--- src/rtl/synth_test_defs.vh ---
// Purpose: shared offsets, fields, reset values and counts for the synthesizer test block
// Assumes: included by bare name from every design file except the divider counter and the ext_source model
// Notes: byte addresses of a 32-bit apb register window
`ifndef SYNTH_TEST_DEFS_VH
`define SYNTH_TEST_DEFS_VH

// ----------------------------------------------------------------
// register byte addresses
// ----------------------------------------------------------------
`define OFS_CTRL 8'h00
`define OFS_MAIN_CP 8'h04
`define OFS_MAIN_REF_DIV 8'h08
`define OFS_MAIN_FB_DIV 8'h0c
`define OFS_MAIN_FRAC_NUM 8'h10
`define OFS_MAIN_FRAC_DEN 8'h14
`define OFS_AUX_REF_DIV 8'h18
`define OFS_AUX_FB_DIV 8'h1c
`define OFS_STATUS 8'h20

// ----------------------------------------------------------------
// control register fields
// ----------------------------------------------------------------
`define CTRL_SEL_LSB 0
`define CTRL_SEL_MSB 3
`define CTRL_REF_BUF_ON 4
`define CTRL_MAIN_PD 5
`define CTRL_AUX_PD 6
`define CTRL_MAIN_CP_TRI 7
`define CTRL_AUX_CP_TRI 8
`define CTRL_MAIN_CP_POL 9
`define CTRL_AUX_CP_POL 10
`define CTRL_WIDTH 11
`define CTRL_RESET 11'h060

// ----------------------------------------------------------------
// main charge pump register fields
// ----------------------------------------------------------------
`define CP_STEADY_LSB 0
`define CP_STEADY_MSB 3
`define CP_BOOST_LSB 4
`define CP_BOOST_MSB 7
`define CP_BOOST_CNT_LSB 8
`define CP_BOOST_CNT_MSB 23
`define CP_RESET 24'h000010

// ----------------------------------------------------------------
// selector codes and divider reset values
// ----------------------------------------------------------------
`define SEL_AUX_REF 4'hc
`define SEL_AUX_FB 4'hd
`define SEL_MAIN_REF 4'he
`define SEL_MAIN_FB 4'hf
`define MAIN_REF_RESET 16'h0032
`define AUX_REF_RESET 16'h0032
`define MAIN_FB_RESET 16'h01f6
`define AUX_FB_RESET 16'h0216
`define FRAC_NUM_RESET 22'h1ffffe
`define FRAC_DEN_RESET 22'h3ffffd

`endif

--- src/rtl/div_counter.v ---
// Purpose: programmable divide-by-n counter, one output pulse per n input events
// Assumes: tick is a one-cycle pulse on pclk
// Notes: a value of zero divides by one
`timescale 1ns/1ps
module div_counter #(
    parameter WIDTH = 16
) (
    input wire pclk,
    input wire presetn,
    input wire enable,
    input wire tick,
    input wire [WIDTH-1:0] div_value,
    output reg div_pulse
);

    reg [WIDTH-1:0] count_reg;
    wire [WIDTH-1:0] count_inc;
    wire wrap;

    assign count_inc = count_reg + {{(WIDTH-1){1'b0}}, 1'b1};
    // compare as >= so a smaller value written mid-count cannot strand the counter
    assign wrap = (count_inc >= div_value);

    always @(posedge pclk or negedge presetn)
    begin
        if (!presetn)
        begin
            count_reg <= {WIDTH{1'b0}};
            div_pulse <= 1'b0;
        end
        else if (!enable)
        begin
            count_reg <= {WIDTH{1'b0}};
            div_pulse <= 1'b0;
        end
        else if (tick)
        begin
            count_reg <= wrap ? {WIDTH{1'b0}} : count_inc;
            div_pulse <= wrap;
        end
        else
        begin
            div_pulse <= 1'b0;
        end
    end

endmodule // div_counter

--- src/rtl/synth_test_mux.v ---
// Purpose: divider observation mux, reference buffer and charge pump control of a dual synthesizer
// Assumes: pins are far slower than pclk; apb slave with zero wait states
// Notes: pins are oversampled on pclk, so edges are seen three to four cycles late
//
// Design decisions made here: register access over APB and the register offsets.
`timescale 1ns/1ps
`include "synth_test_defs.vh"
module synth_test_mux #(
    parameter DIV_WIDTH = 16,
    parameter FRAC_WIDTH = 22
) (
    input wire pclk,
    input wire presetn,
    input wire psel,
    input wire penable,
    input wire pwrite,
    input wire [7:0] paddr,
    input wire [31:0] pwdata,
    output wire pready,
    output reg [31:0] prdata,
    output wire pslverr,
    input wire ref_input,
    input wire main_hf_input,
    input wire aux_hf_input,
    input wire ref_buffer_force_pin,
    output reg test_lock_pin,
    output reg buffered_ref_output,
    output reg main_section_on,
    output reg aux_section_on,
    output reg main_cp_up,
    output reg main_cp_down,
    output reg main_cp_drive_en,
    output reg aux_cp_up,
    output reg aux_cp_down,
    output reg aux_cp_drive_en,
    output reg [3:0] main_cp_gain
);

    // ----------------------------------------------------------------
    // pin synchronisers
    // ----------------------------------------------------------------
    // bit 0 ref, 1 main hf, 2 aux hf, 3 buffer force
    wire [3:0] pin_raw;
    reg [3:0] pin_s1_reg;
    reg [3:0] pin_s2_reg;
    reg [3:0] pin_s3_reg;
    reg [3:0] pin_lvl_reg;
    wire [3:0] pin_rise;
    assign pin_raw = {ref_buffer_force_pin, aux_hf_input, main_hf_input, ref_input};
    genvar gp;
    generate
        for (gp = 0; gp < 4; gp = gp + 1)
        begin : g_pin
            // a level counts only once the second and third stages agree
            always @(posedge pclk or negedge presetn)
            begin
                if (!presetn)
                begin
                    pin_s1_reg[gp] <= 1'b0;
                    pin_s2_reg[gp] <= 1'b0;
                    pin_s3_reg[gp] <= 1'b0;
                    pin_lvl_reg[gp] <= 1'b0;
                end
                else
                begin
                    pin_s1_reg[gp] <= pin_raw[gp];
                    pin_s2_reg[gp] <= pin_s1_reg[gp];
                    pin_s3_reg[gp] <= pin_s2_reg[gp];
                    if (pin_s2_reg[gp] == pin_s3_reg[gp])
                        pin_lvl_reg[gp] <= pin_s3_reg[gp];
                end
            end
            assign pin_rise[gp] = (pin_s2_reg[gp] == pin_s3_reg[gp]) & pin_s3_reg[gp]
                & ~pin_lvl_reg[gp];
        end
    endgenerate

    // ----------------------------------------------------------------
    // apb registers
    // ----------------------------------------------------------------
    reg [`CTRL_WIDTH-1:0] ctrl_reg;
    reg [23:0] main_cp_reg;
    reg [DIV_WIDTH-1:0] main_ref_div_reg;
    reg [DIV_WIDTH-1:0] main_fb_div_reg;
    reg [FRAC_WIDTH-1:0] frac_num_reg;
    reg [FRAC_WIDTH-1:0] frac_den_reg;
    reg [DIV_WIDTH-1:0] aux_ref_div_reg;
    reg [DIV_WIDTH-1:0] aux_fb_div_reg;
    wire wr_en;
    wire rd_setup;
    reg addr_ok;
    reg [31:0] rd_data;
    wire [31:0] status_word;
    assign pready = 1'b1;
    assign wr_en = psel & penable & pwrite;
    // loaded in setup so read data stands through the access phase
    assign rd_setup = psel & ~penable & ~pwrite;
    assign pslverr = psel & penable & ~addr_ok;
    always @*
    begin
        addr_ok = 1'b1;
        rd_data = 32'h0000_0000;
        case (paddr)
            `OFS_CTRL: rd_data[`CTRL_WIDTH-1:0] = ctrl_reg;
            `OFS_MAIN_CP: rd_data[23:0] = main_cp_reg;
            `OFS_MAIN_REF_DIV: rd_data[DIV_WIDTH-1:0] = main_ref_div_reg;
            `OFS_MAIN_FB_DIV: rd_data[DIV_WIDTH-1:0] = main_fb_div_reg;
            `OFS_MAIN_FRAC_NUM: rd_data[FRAC_WIDTH-1:0] = frac_num_reg;
            `OFS_MAIN_FRAC_DEN: rd_data[FRAC_WIDTH-1:0] = frac_den_reg;
            `OFS_AUX_REF_DIV: rd_data[DIV_WIDTH-1:0] = aux_ref_div_reg;
            `OFS_AUX_FB_DIV: rd_data[DIV_WIDTH-1:0] = aux_fb_div_reg;
            `OFS_STATUS: rd_data = status_word;
            default: addr_ok = 1'b0;
        endcase
    end

    always @(posedge pclk or negedge presetn)
    begin
        if (!presetn)
        begin
            ctrl_reg <= `CTRL_RESET;
            main_cp_reg <= `CP_RESET;
            main_ref_div_reg <= `MAIN_REF_RESET;
            main_fb_div_reg <= `MAIN_FB_RESET;
            frac_num_reg <= `FRAC_NUM_RESET;
            frac_den_reg <= `FRAC_DEN_RESET;
            aux_ref_div_reg <= `AUX_REF_RESET;
            aux_fb_div_reg <= `AUX_FB_RESET;
            prdata <= 32'h0000_0000;
        end
        else
        begin
            if (rd_setup)
                prdata <= rd_data;
            if (wr_en)
            begin
                case (paddr)
                    `OFS_CTRL: ctrl_reg <= pwdata[`CTRL_WIDTH-1:0];
                    `OFS_MAIN_CP: main_cp_reg <= pwdata[23:0];
                    `OFS_MAIN_REF_DIV: main_ref_div_reg <= pwdata[DIV_WIDTH-1:0];
                    `OFS_MAIN_FB_DIV: main_fb_div_reg <= pwdata[DIV_WIDTH-1:0];
                    `OFS_MAIN_FRAC_NUM: frac_num_reg <= pwdata[FRAC_WIDTH-1:0];
                    `OFS_MAIN_FRAC_DEN: frac_den_reg <= pwdata[FRAC_WIDTH-1:0];
                    `OFS_AUX_REF_DIV: aux_ref_div_reg <= pwdata[DIV_WIDTH-1:0];
                    `OFS_AUX_FB_DIV: aux_fb_div_reg <= pwdata[DIV_WIDTH-1:0];
                    default: ;
                endcase
            end
        end
    end

    // ----------------------------------------------------------------
    // power control
    // ----------------------------------------------------------------
    wire main_on;
    wire aux_on;
    assign main_on = ~ctrl_reg[`CTRL_MAIN_PD];
    assign aux_on = ~ctrl_reg[`CTRL_AUX_PD];
    always @(posedge pclk or negedge presetn)
    begin
        if (!presetn)
        begin
            main_section_on <= 1'b0;
            aux_section_on <= 1'b0;
        end
        else
        begin
            main_section_on <= main_on;
            aux_section_on <= aux_on;
        end
    end

    // ----------------------------------------------------------------
    // reference and feedback dividers
    // ----------------------------------------------------------------
    wire main_ref_pulse;
    wire main_fb_pulse;
    wire aux_ref_pulse;
    wire aux_fb_pulse;
    reg [FRAC_WIDTH-1:0] frac_acc_reg;
    reg frac_carry_reg;
    wire [FRAC_WIDTH:0] frac_sum;
    wire [DIV_WIDTH-1:0] main_fb_eff;
    wire frac_wrap;
    div_counter #(.WIDTH(DIV_WIDTH)) u_main_ref (
        .pclk(pclk),
        .presetn(presetn),
        .enable(main_on),
        .tick(pin_rise[0]),
        .div_value(main_ref_div_reg),
        .div_pulse(main_ref_pulse)
    );
    div_counter #(.WIDTH(DIV_WIDTH)) u_aux_ref (
        .pclk(pclk),
        .presetn(presetn),
        .enable(aux_on),
        .tick(pin_rise[0]),
        .div_value(aux_ref_div_reg),
        .div_pulse(aux_ref_pulse)
    );
    // first-order fraction: one extra count whenever the accumulator overflows
    assign frac_sum = {1'b0, frac_acc_reg} + {1'b0, frac_num_reg};
    assign frac_wrap = (frac_sum >= {1'b0, frac_den_reg});
    assign main_fb_eff = main_fb_div_reg + {{(DIV_WIDTH-1){1'b0}}, frac_carry_reg};
    always @(posedge pclk or negedge presetn)
    begin
        if (!presetn)
        begin
            frac_acc_reg <= {FRAC_WIDTH{1'b0}};
            frac_carry_reg <= 1'b0;
        end
        else if (!main_on)
        begin
            frac_acc_reg <= {FRAC_WIDTH{1'b0}};
            frac_carry_reg <= 1'b0;
        end
        else if (main_fb_pulse)
        begin
            frac_acc_reg <= frac_wrap ? frac_sum[FRAC_WIDTH-1:0] - frac_den_reg
                : frac_sum[FRAC_WIDTH-1:0];
            frac_carry_reg <= frac_wrap;
        end
    end
    div_counter #(.WIDTH(DIV_WIDTH)) u_main_fb (
        .pclk(pclk),
        .presetn(presetn),
        .enable(main_on),
        .tick(pin_rise[1]),
        .div_value(main_fb_eff),
        .div_pulse(main_fb_pulse)
    );

    div_counter #(.WIDTH(DIV_WIDTH)) u_aux_fb (
        .pclk(pclk),
        .presetn(presetn),
        .enable(aux_on),
        .tick(pin_rise[2]),
        .div_value(aux_fb_div_reg),
        .div_pulse(aux_fb_pulse)
    );

    // ----------------------------------------------------------------
    // test output selector and toggle stage
    // ----------------------------------------------------------------
    reg sel_pulse;
    wire [3:0] sel;
    assign sel = ctrl_reg[`CTRL_SEL_MSB:`CTRL_SEL_LSB];
    always @*
    begin
        case (sel)
            `SEL_MAIN_REF: sel_pulse = main_ref_pulse;
            `SEL_MAIN_FB: sel_pulse = main_fb_pulse;
            `SEL_AUX_FB: sel_pulse = aux_fb_pulse;
            `SEL_AUX_REF: sel_pulse = aux_ref_pulse;
            default: sel_pulse = 1'b0;
        endcase
    end

    // the toggle gives a clean 50% square that a counter reads easily
    always @(posedge pclk or negedge presetn)
    begin
        if (!presetn)
            test_lock_pin <= 1'b0;
        else if (sel < `SEL_AUX_REF)
            test_lock_pin <= 1'b0;
        else if (sel_pulse)
            test_lock_pin <= ~test_lock_pin;
    end

    // ----------------------------------------------------------------
    // reference buffer
    // ----------------------------------------------------------------
    wire buf_active;
    assign buf_active = ctrl_reg[`CTRL_REF_BUF_ON] | pin_lvl_reg[3];
    always @(posedge pclk or negedge presetn)
    begin
        if (!presetn)
            buffered_ref_output <= 1'b0;
        else
            buffered_ref_output <= buf_active & pin_lvl_reg[0];
    end

    // ----------------------------------------------------------------
    // lock acquisition boost of the main pump
    // ----------------------------------------------------------------
    reg [15:0] boost_cnt_reg;
    wire boost_on;
    assign boost_on = (boost_cnt_reg != 16'h0000);
    // counted in comparison cycles, restarted by every write of the main feedback divider
    always @(posedge pclk or negedge presetn)
    begin
        if (!presetn)
            boost_cnt_reg <= 16'h0000;
        else if (wr_en && paddr == `OFS_MAIN_FB_DIV)
            boost_cnt_reg <= main_cp_reg[`CP_BOOST_CNT_MSB:`CP_BOOST_CNT_LSB];
        else if (boost_on && main_ref_pulse)
            boost_cnt_reg <= boost_cnt_reg - 16'h0001;
    end

    always @(posedge pclk or negedge presetn)
    begin
        if (!presetn)
            main_cp_gain <= 4'h0;
        else
            main_cp_gain <= boost_on ? main_cp_reg[`CP_BOOST_MSB:`CP_BOOST_LSB]
                : main_cp_reg[`CP_STEADY_MSB:`CP_STEADY_LSB];
    end

    // ----------------------------------------------------------------
    // phase detectors and charge pumps
    // ----------------------------------------------------------------
    // index 0 main loop, 1 aux loop; the aux pump has no gain control
    wire [1:0] pd_ref;
    wire [1:0] pd_fb;
    wire [1:0] loop_on;
    wire [1:0] loop_tri;
    wire [1:0] loop_pol;
    reg [1:0] lead_reg;
    reg [1:0] lag_reg;
    wire [1:0] up_w;
    wire [1:0] dn_w;
    assign pd_ref = {aux_ref_pulse, main_ref_pulse};
    assign pd_fb = {aux_fb_pulse, main_fb_pulse};
    assign loop_on = {aux_on, main_on};
    assign loop_tri = {ctrl_reg[`CTRL_AUX_CP_TRI], ctrl_reg[`CTRL_MAIN_CP_TRI]};
    assign loop_pol = {ctrl_reg[`CTRL_AUX_CP_POL], ctrl_reg[`CTRL_MAIN_CP_POL]};
    genvar gl;
    generate
        for (gl = 0; gl < 2; gl = gl + 1)
        begin : g_loop
            // pulse width equals the time between reference and feedback edges
            always @(posedge pclk or negedge presetn)
            begin
                if (!presetn)
                begin
                    lead_reg[gl] <= 1'b0;
                    lag_reg[gl] <= 1'b0;
                end
                else
                begin
                    lead_reg[gl] <= loop_on[gl] & (lead_reg[gl] | pd_ref[gl])
                        & ~(lag_reg[gl] | pd_fb[gl]);
                    lag_reg[gl] <= loop_on[gl] & (lag_reg[gl] | pd_fb[gl])
                        & ~(lead_reg[gl] | pd_ref[gl]);
                end
            end
            assign up_w[gl] = loop_pol[gl] ? lag_reg[gl] : lead_reg[gl];
            assign dn_w[gl] = loop_pol[gl] ? lead_reg[gl] : lag_reg[gl];
        end
    endgenerate
    always @(posedge pclk or negedge presetn)
    begin
        if (!presetn)
        begin
            main_cp_up <= 1'b0;
            main_cp_down <= 1'b0;
            main_cp_drive_en <= 1'b0;
            aux_cp_up <= 1'b0;
            aux_cp_down <= 1'b0;
            aux_cp_drive_en <= 1'b0;
        end
        else
        begin
            main_cp_up <= up_w[0] & ~loop_tri[0];
            main_cp_down <= dn_w[0] & ~loop_tri[0];
            main_cp_drive_en <= (up_w[0] | dn_w[0]) & ~loop_tri[0];
            aux_cp_up <= up_w[1] & ~loop_tri[1];
            aux_cp_down <= dn_w[1] & ~loop_tri[1];
            aux_cp_drive_en <= (up_w[1] | dn_w[1]) & ~loop_tri[1];
        end
    end
    assign status_word = {24'h000000, boost_on, buf_active, main_cp_drive_en,
        aux_cp_drive_en, pin_lvl_reg[3], aux_section_on, main_section_on, test_lock_pin};
endmodule // synth_test_mux

--- config.mk ---
export PLATFORM = sky130hd
export DESIGN_NAME = synth_test_mux
export DESIGN_NICKNAME = d
export VERILOG_FILES = /design/src/rtl/div_counter.v /design/src/rtl/synth_test_mux.v
export VERILOG_INCLUDE_DIRS = /design/src /design/src/rtl
export SDC_FILE = /design/constraint.sdc
export NUM_CORES = 1
export LEC_CHECK = 0
export BUFFER_PORTS_ARGS = -buffer_cell sky130_fd_sc_hd__buf_2
export CORE_ASPECT_RATIO = 0.8
export CORE_MARGIN = 3
export CORE_UTILIZATION = 47
export DETAILED_ROUTE_END_ITERATION = 16
export PLACE_DENSITY = 0.64
export SLEW_MARGIN = 10
export SYNTH_ARGS = -nofsm -noshare
export SYNTH_HDL_FRONTEND = slang
export SYNTH_SLANG_ARGS = --single-unit
--- constraint.sdc ---
create_clock -name pclk -period 10 [get_ports pclk]
set_clock_uncertainty 0.15 [all_clocks]
set_input_delay 0.5 -clock pclk [delete_from_list [all_inputs] [get_ports pclk]]
set_output_delay 0.5 -clock pclk [all_outputs]
set_load 0.01 [all_outputs]
# After elaboration in Yosys (flattened, before gate mapping)
# Index checks and enable logic that the tools add are counted.
# word_totals
output_inout_bits	48
register_bits	308
word_cells	189
# classes
muxes	40
reduce_logical	20
bitwise	48
order_cmp	6
eq_ne	16
add_sub_neg	8
# ops
operator	count
$mux W16	14
$pmux W11 S9	1
$mux W22	3
$add A16 B1 Y16 const B	4
$ge A16 B16 Y1	4
$pmux W5 S7	1
$eq A8 B5 Y1 const B	4
$and A1 B1 Y1	26
$add A22 B22 Y23	1
$ge A23 B22 Y1	1
$sub A22 B22 Y22	1
$pmux W6 S3	1
$mux W1	17
$add A16 B1 Y16	1
$eq A4 B4 Y1 const B	4
$eq A8 B4 Y1 const B	2
$reduce_and A2 Y1	8
$reduce_bool A16 Y1	1
$sub A16 B1 Y16 const B	1
$not A1 Y1	15
$reduce_bool A2 Y1	7
$reduce_or A9 Y1	1
$eq A8 B3 Y1 const B	1
$eq A8 B6 Y1 const B	1
other kinds (8)	18

# Depth between registers and ports, before layout
# logic_depth
ltp_word	5
mapped_depth	21
ltp_nobuf	19

# Hierarchy
# Synthesis repeated with hierarchy kept, for this count alone.
# unflattened
cells_unflattened	1803
area_unflattened_um2	18413.9
# by_module_without_submodules
module	n_inst	area_per_inst_um2	cells_each
synth_test_mux	1	12913.6	1164
div_counter (u_aux_fb ...)	3	1375.1	160
div_counter (u_main_ref)	1	1375.1	159

# Worst setup path before layout
# No wires, ideal clock.
# synth_timing
path_kind	register to register
startpoint	register frac_num_reg[5]
endpoint	register frac_acc_reg[2]
required_time_ps	9751
setup_ps	99
slack_ps	5565
n_path_buf	0
stages_incl_launch_ff	16
arrival_ps	4186
path_cell_list	dfstp_2 -> ha_1 -> a21o_1 -> or3_1 -> o211a_1 -> o31a_1 -> o311a_1 -> ha_1 -> and4_1 -> nand3_1 -> or4_1 -> o2111a_1 -> o21ai_4 -> nor2_8 -> or3_1 -> a311oi_1
# synth_via
elab_chain_len	5
# synth_rtl
item	line	source
start, declared	synth_test_mux.v:85	reg [FRAC_WIDTH-1:0] frac_num_reg;
start signal, assigned	synth_test_mux.v:125	frac_num_reg <= `FRAC_NUM_RESET;
start signal, assigned	synth_test_mux.v:142	`OFS_MAIN_FRAC_NUM: frac_num_reg <= pwdata[FRAC_WIDTH-1:0];
$add A22 B22 Y23	synth_test_mux.v:202	assign frac_sum = {1'b0, frac_acc_reg} + {1'b0, frac_num_reg};
$ge A23 B22 Y1	synth_test_mux.v:203	assign frac_wrap = (frac_sum >= {1'b0, frac_den_reg});
$mux W22	synth_test_mux.v:219	frac_acc_reg <= frac_wrap ? frac_sum[FRAC_WIDTH-1:0] - frac_den_reg
$mux W22	synth_test_mux.v:217	else if (main_fb_pulse)
$mux W22	synth_test_mux.v:212	else if (!main_on)
end signal, assigned	synth_test_mux.v:209	frac_acc_reg <= {FRAC_WIDTH{1'b0}};
end signal, assigned	synth_test_mux.v:214	frac_acc_reg <= {FRAC_WIDTH{1'b0}};
end signal, assigned	synth_test_mux.v:219	
end, declared	synth_test_mux.v:180	reg [FRAC_WIDTH-1:0] frac_acc_reg;
# No other way between the ends. The select of a mux whose other input is x is not followed.
# A chain may end at the register's enable or synchronous reset.

# Final worst setup path
# layout_timing
startpoint	register frac_num_reg[0]
endpoint	register frac_acc_reg[1]
# layout_via
elab_chain_len	5
elab_cells_between_ends	6
classes_between	add/sub: 2; order compare: 1; mux: 3
# layout_rtl
item	line
$add A22 B22 Y23 *	synth_test_mux.v:202
$sub A22 B22 Y22 or $ge A23 B22 Y1 (tied branches)	synth_test_mux.v:219, synth_test_mux.v:203
$mux W22 *	synth_test_mux.v:219
$mux W22 *	synth_test_mux.v:217
$mux W22 *	synth_test_mux.v:212
# Mark *: on every way between the ends. The rest lies on a longest branch, timed or not. The select of a mux whose other input is x is not followed.

==> impl_metrics.ini <==
[status]
outcome = completed

[worst_setup_path]
path_cells = ha_1 > inv_1 > fa_1 > nand2b_1 > a21oi_1 > o211a_1 > o221ai_1 > nand3b_1 > a21oi_1 > xnor2_1 > ha_1 > a21o_1 > a21o_1 > a21oi_1 > o2111ai_1 > and2_1 > nor2_8 > mux2_2 > o22ai_1
cpMostUsedCell = a21oi_1
path_class = reg -> reg
crit_required_ns = 10.34
path_max_fanout = 23
start_kind = flip-flop
r2r-start = frac_num_reg[0]
arrival_ns = 5.73
r2r_slack_ns = 4.60
cp_slowest_cell = a21oi_1
r2r_end = frac_acc_reg[1]
end_kind = flip-flop
reg2regPathDepth = 19
path_buf_inv = 1
cp_top_family = compound AO/OA/AOI/OAI gates
max_stage_delay_ns = 0.42

[synth]
synthTopCellsByCount = 247 x dfrtp_1, 153 x mux2_2, 118 x ha_1
synth_top_cell_by_area = dfrtp_1
yosysMostFrequentCell = dfrtp_1
yosys_register_bits = 308
synth_top_area_share_pct = 34.2
ys_types = 73
ys_seq_area_share_pct = 43.1
synth_area_sq_mm = 0.0181
async_flop_share_pct = 100
synth_top_cells_by_area = dfrtp_1 34%, mux2_2 9.5%, dfstp_2 8.9%
syn-instance-count = 1752
syn_avg_cell_area_sq_um = 10.3
ys.flop_type = dfrtp_1
yosysWarnings = 0
synth_edf_count = 0

[final_layout]
finalNetCount = 1989
drive_above_1_share_pct = 20.7
fillers = 3343
syn_to_final_growth_pct = 11.0
design_area_sq_mm = 0.0201

[power_and_ir_drop]
pwr-share-clk_pct = 31.3
powerDensity_mw_per_mm2 = 191
combPwrFrac_pct = 31.0
switching_share_pct = 34.1
internal_power_mw = 2.52
seq_power_share_pct = 37.7
ir_drop_mv = 0.141
power.switching_mw = 1.31
fin_total_pwr_mw = 3.83
p_leak_nw = 9.23

[placed_design]
place_congestion = 0.916
place_area_sq_mm = 0.0189
dp_slack_ns = 4.71
hpwl_um = 36700
io_buffers = 79

[clock_network]
h-tree-depth = 1
cts-root-buf = clkbuf_16
clock_path_buffers = 3
cts_hold_buf = 7
postCtsSetupBuffers = 0
worstSkewPairLatency_ns = 0.58
cts_repair_resize_count = 0
path_clk_slew_ns = 0.06
cts_made_buffers = 31
clock_sinks = 308
cts_tree = done

[floorplanning]
fp-row-count = 63
die_h_um = 181
core_area_sq_mm = 0.0375
initial_core_util_pct = 48.2
io_pins = 97
die_area_sq_mm = 0.0408
die_w_um = 225

[sta]
drv_slew = 0
worstMarginPinSlew_ns = 1.12
fin_setup_tns_ns = 0
finalCritPeriodShare_pct = 54.0
slew-limit-headroom_pct = 25.1
fmax_ghz = 0.185
rsz0062_at_grt = no
fin_ws_ns = 4.60
finalSetupViolCount = 0
holdWs_ns = 0.0349
period_minus_slack_ns = 5.40
finalHoldViolations = 0

[drt]
antenna_left = 0
via_count = 14000
drt-total-wl_um = 50300
dr.pass1.iters = 6
drc = 0
wire_per_inst_um = 21.6
via_per_inst = 6.01
drt-initial-drc-count = 1229

[min_path]
hold_path_class = in -> reg
hp-start = pwdata[19]
worstHoldPathCells = 2
min_to = main_cp_reg[19]

[global_routing]
antenna_found_initial = 4
grt_pass1_vias = 13500
grt_overflow = 0
grt_pass1_wl_um = 78500
grt_util_all_layers_pct = 24.5
grt_max_degree = 176

[job]
drv_cap = 0
-- metrics by stage --
stage	cells	util (%)
final	2333	53.4
after global routing	2331	53.4
after CTS	2331	53.4
after detailed placement	2267	50.5
after global placement	2267	50.5
after floorplan	1759	-
-- worst reg2reg max path: stages (launching register included) --
cell       delay, ns
dfrtp_1         0.41
ha_1            0.22
inv_1           0.06
fa_1            0.39
nand2b_1        0.18
a21oi_1         0.42
o211a_1         0.35
o221ai_1        0.16
nand3b_1        0.11
a21oi_1         0.08
xnor2_1         0.34
ha_1            0.40
a21o_1          0.19
a21o_1          0.17
a21oi_1         0.25
o2111ai_1       0.20
and2_1          0.27
nor2_8          0.41
mux2_2          0.39
o22ai_1         0.15
-- kinds of logic after synthesis --
family / Yosys count / synth area share [%]
DFF: 308 / 43.1
and+or+nand+nor: 469 / 12.8
buffers and inverters: 171 / 3.83
other: 2 / 0.0416
xor gates and xnor gates: 111 / 5.38
adders and majority gates: 121 / 8.45
muxes: 180 / 11.1
AOI/OAI and AO/OA: 390 / 15.3
-- worst max-delay path by stage --
stage | from | endpoint | depth (start not counted)
after floorplan | frac_num_reg[5] | frac_acc_reg[2] | 15
after global placement | frac_num_reg[1] | frac_acc_reg[1] | 18
after detailed placement | frac_num_reg[1] | frac_acc_reg[1] | 18
after CTS | frac_num_reg[0] | frac_acc_reg[1] | 19
after global routing | frac_num_reg[0] | frac_acc_reg[1] | 19
final | frac_num_reg[0] | frac_acc_reg[1] | 19
-- cell usage in the layout (no fill, tap or decap), types with 12 or more instances in the layout --
cell,netlist,routed
dfrtp_1,247,247
mux2_2,153,153
ha_1,118,118
nor2_1,114,112
nand2_1,106,106
inv_1,91,91
nand3_1,84,84
a21oi_1,81,81
buf_2,0,78
xnor2_1,64,64
dfstp_2,61,61
o21ai_0,53,52
xor2_1,47,47
and3_1,38,38
a22oi_1,37,37
a21o_1,33,33
nand2b_1,31,31
clkbuf_16,0,31
a22o_1,27,27
mux2i_1,26,26
a31oi_1,25,25
buf_4,9,20
nor3_1,19,19
a211oi_1,19,19
a32o_1,18,18
a222oi_1,18,18
nand4_1,17,17
o21a_1,12,12
nor2b_1,12,12
-- final cells by class --
class                           instances  area (sq um)  area share, %
Multi-Input combinational cell       1280          9620           48.0
Sequential cell                       308          7780           38.8
Clock buffer                           42           867           4.32
Timing Repair Buffer                  107           646           3.22
Tap cell                              487           609           3.04
Inverter                               92           345           1.72
Clock inverter                         15           174          0.867
Antenna cell                            2          5.00         0.0250
-- power groups by stage --
| stage | clock network, mW | registers [mW] | logic (mW) |
|---|---|---|---|
| 2_1_floorplan | 0 | 1.44 | 0.895 |
| 3_3_place_gp | 0 | 1.46 | 1.15 |
| 3_5_place_dp | 0 | 1.46 | 1.17 |
| 4_1_cts | 1.23 | 1.44 | 1.18 |
| 5_1_grt | 1.28 | 1.45 | 1.33 |
| 6_report | 1.20 | 1.44 | 1.19 |
-- metal layers --
metal | vias to the layer above | share of wire, % | GRT usage [%]
met5 | - | 0.046 | 0
met4 | 4 | 2.0 | 5.03
met3 | 78 | 9.0 | 6.19
met2 | 487 | 42 | 34.9
met1 | 6893 | 47 | 37.4
li1 | 6549 | - | -
Note: power is estimated with default switching activity, not from simulation.
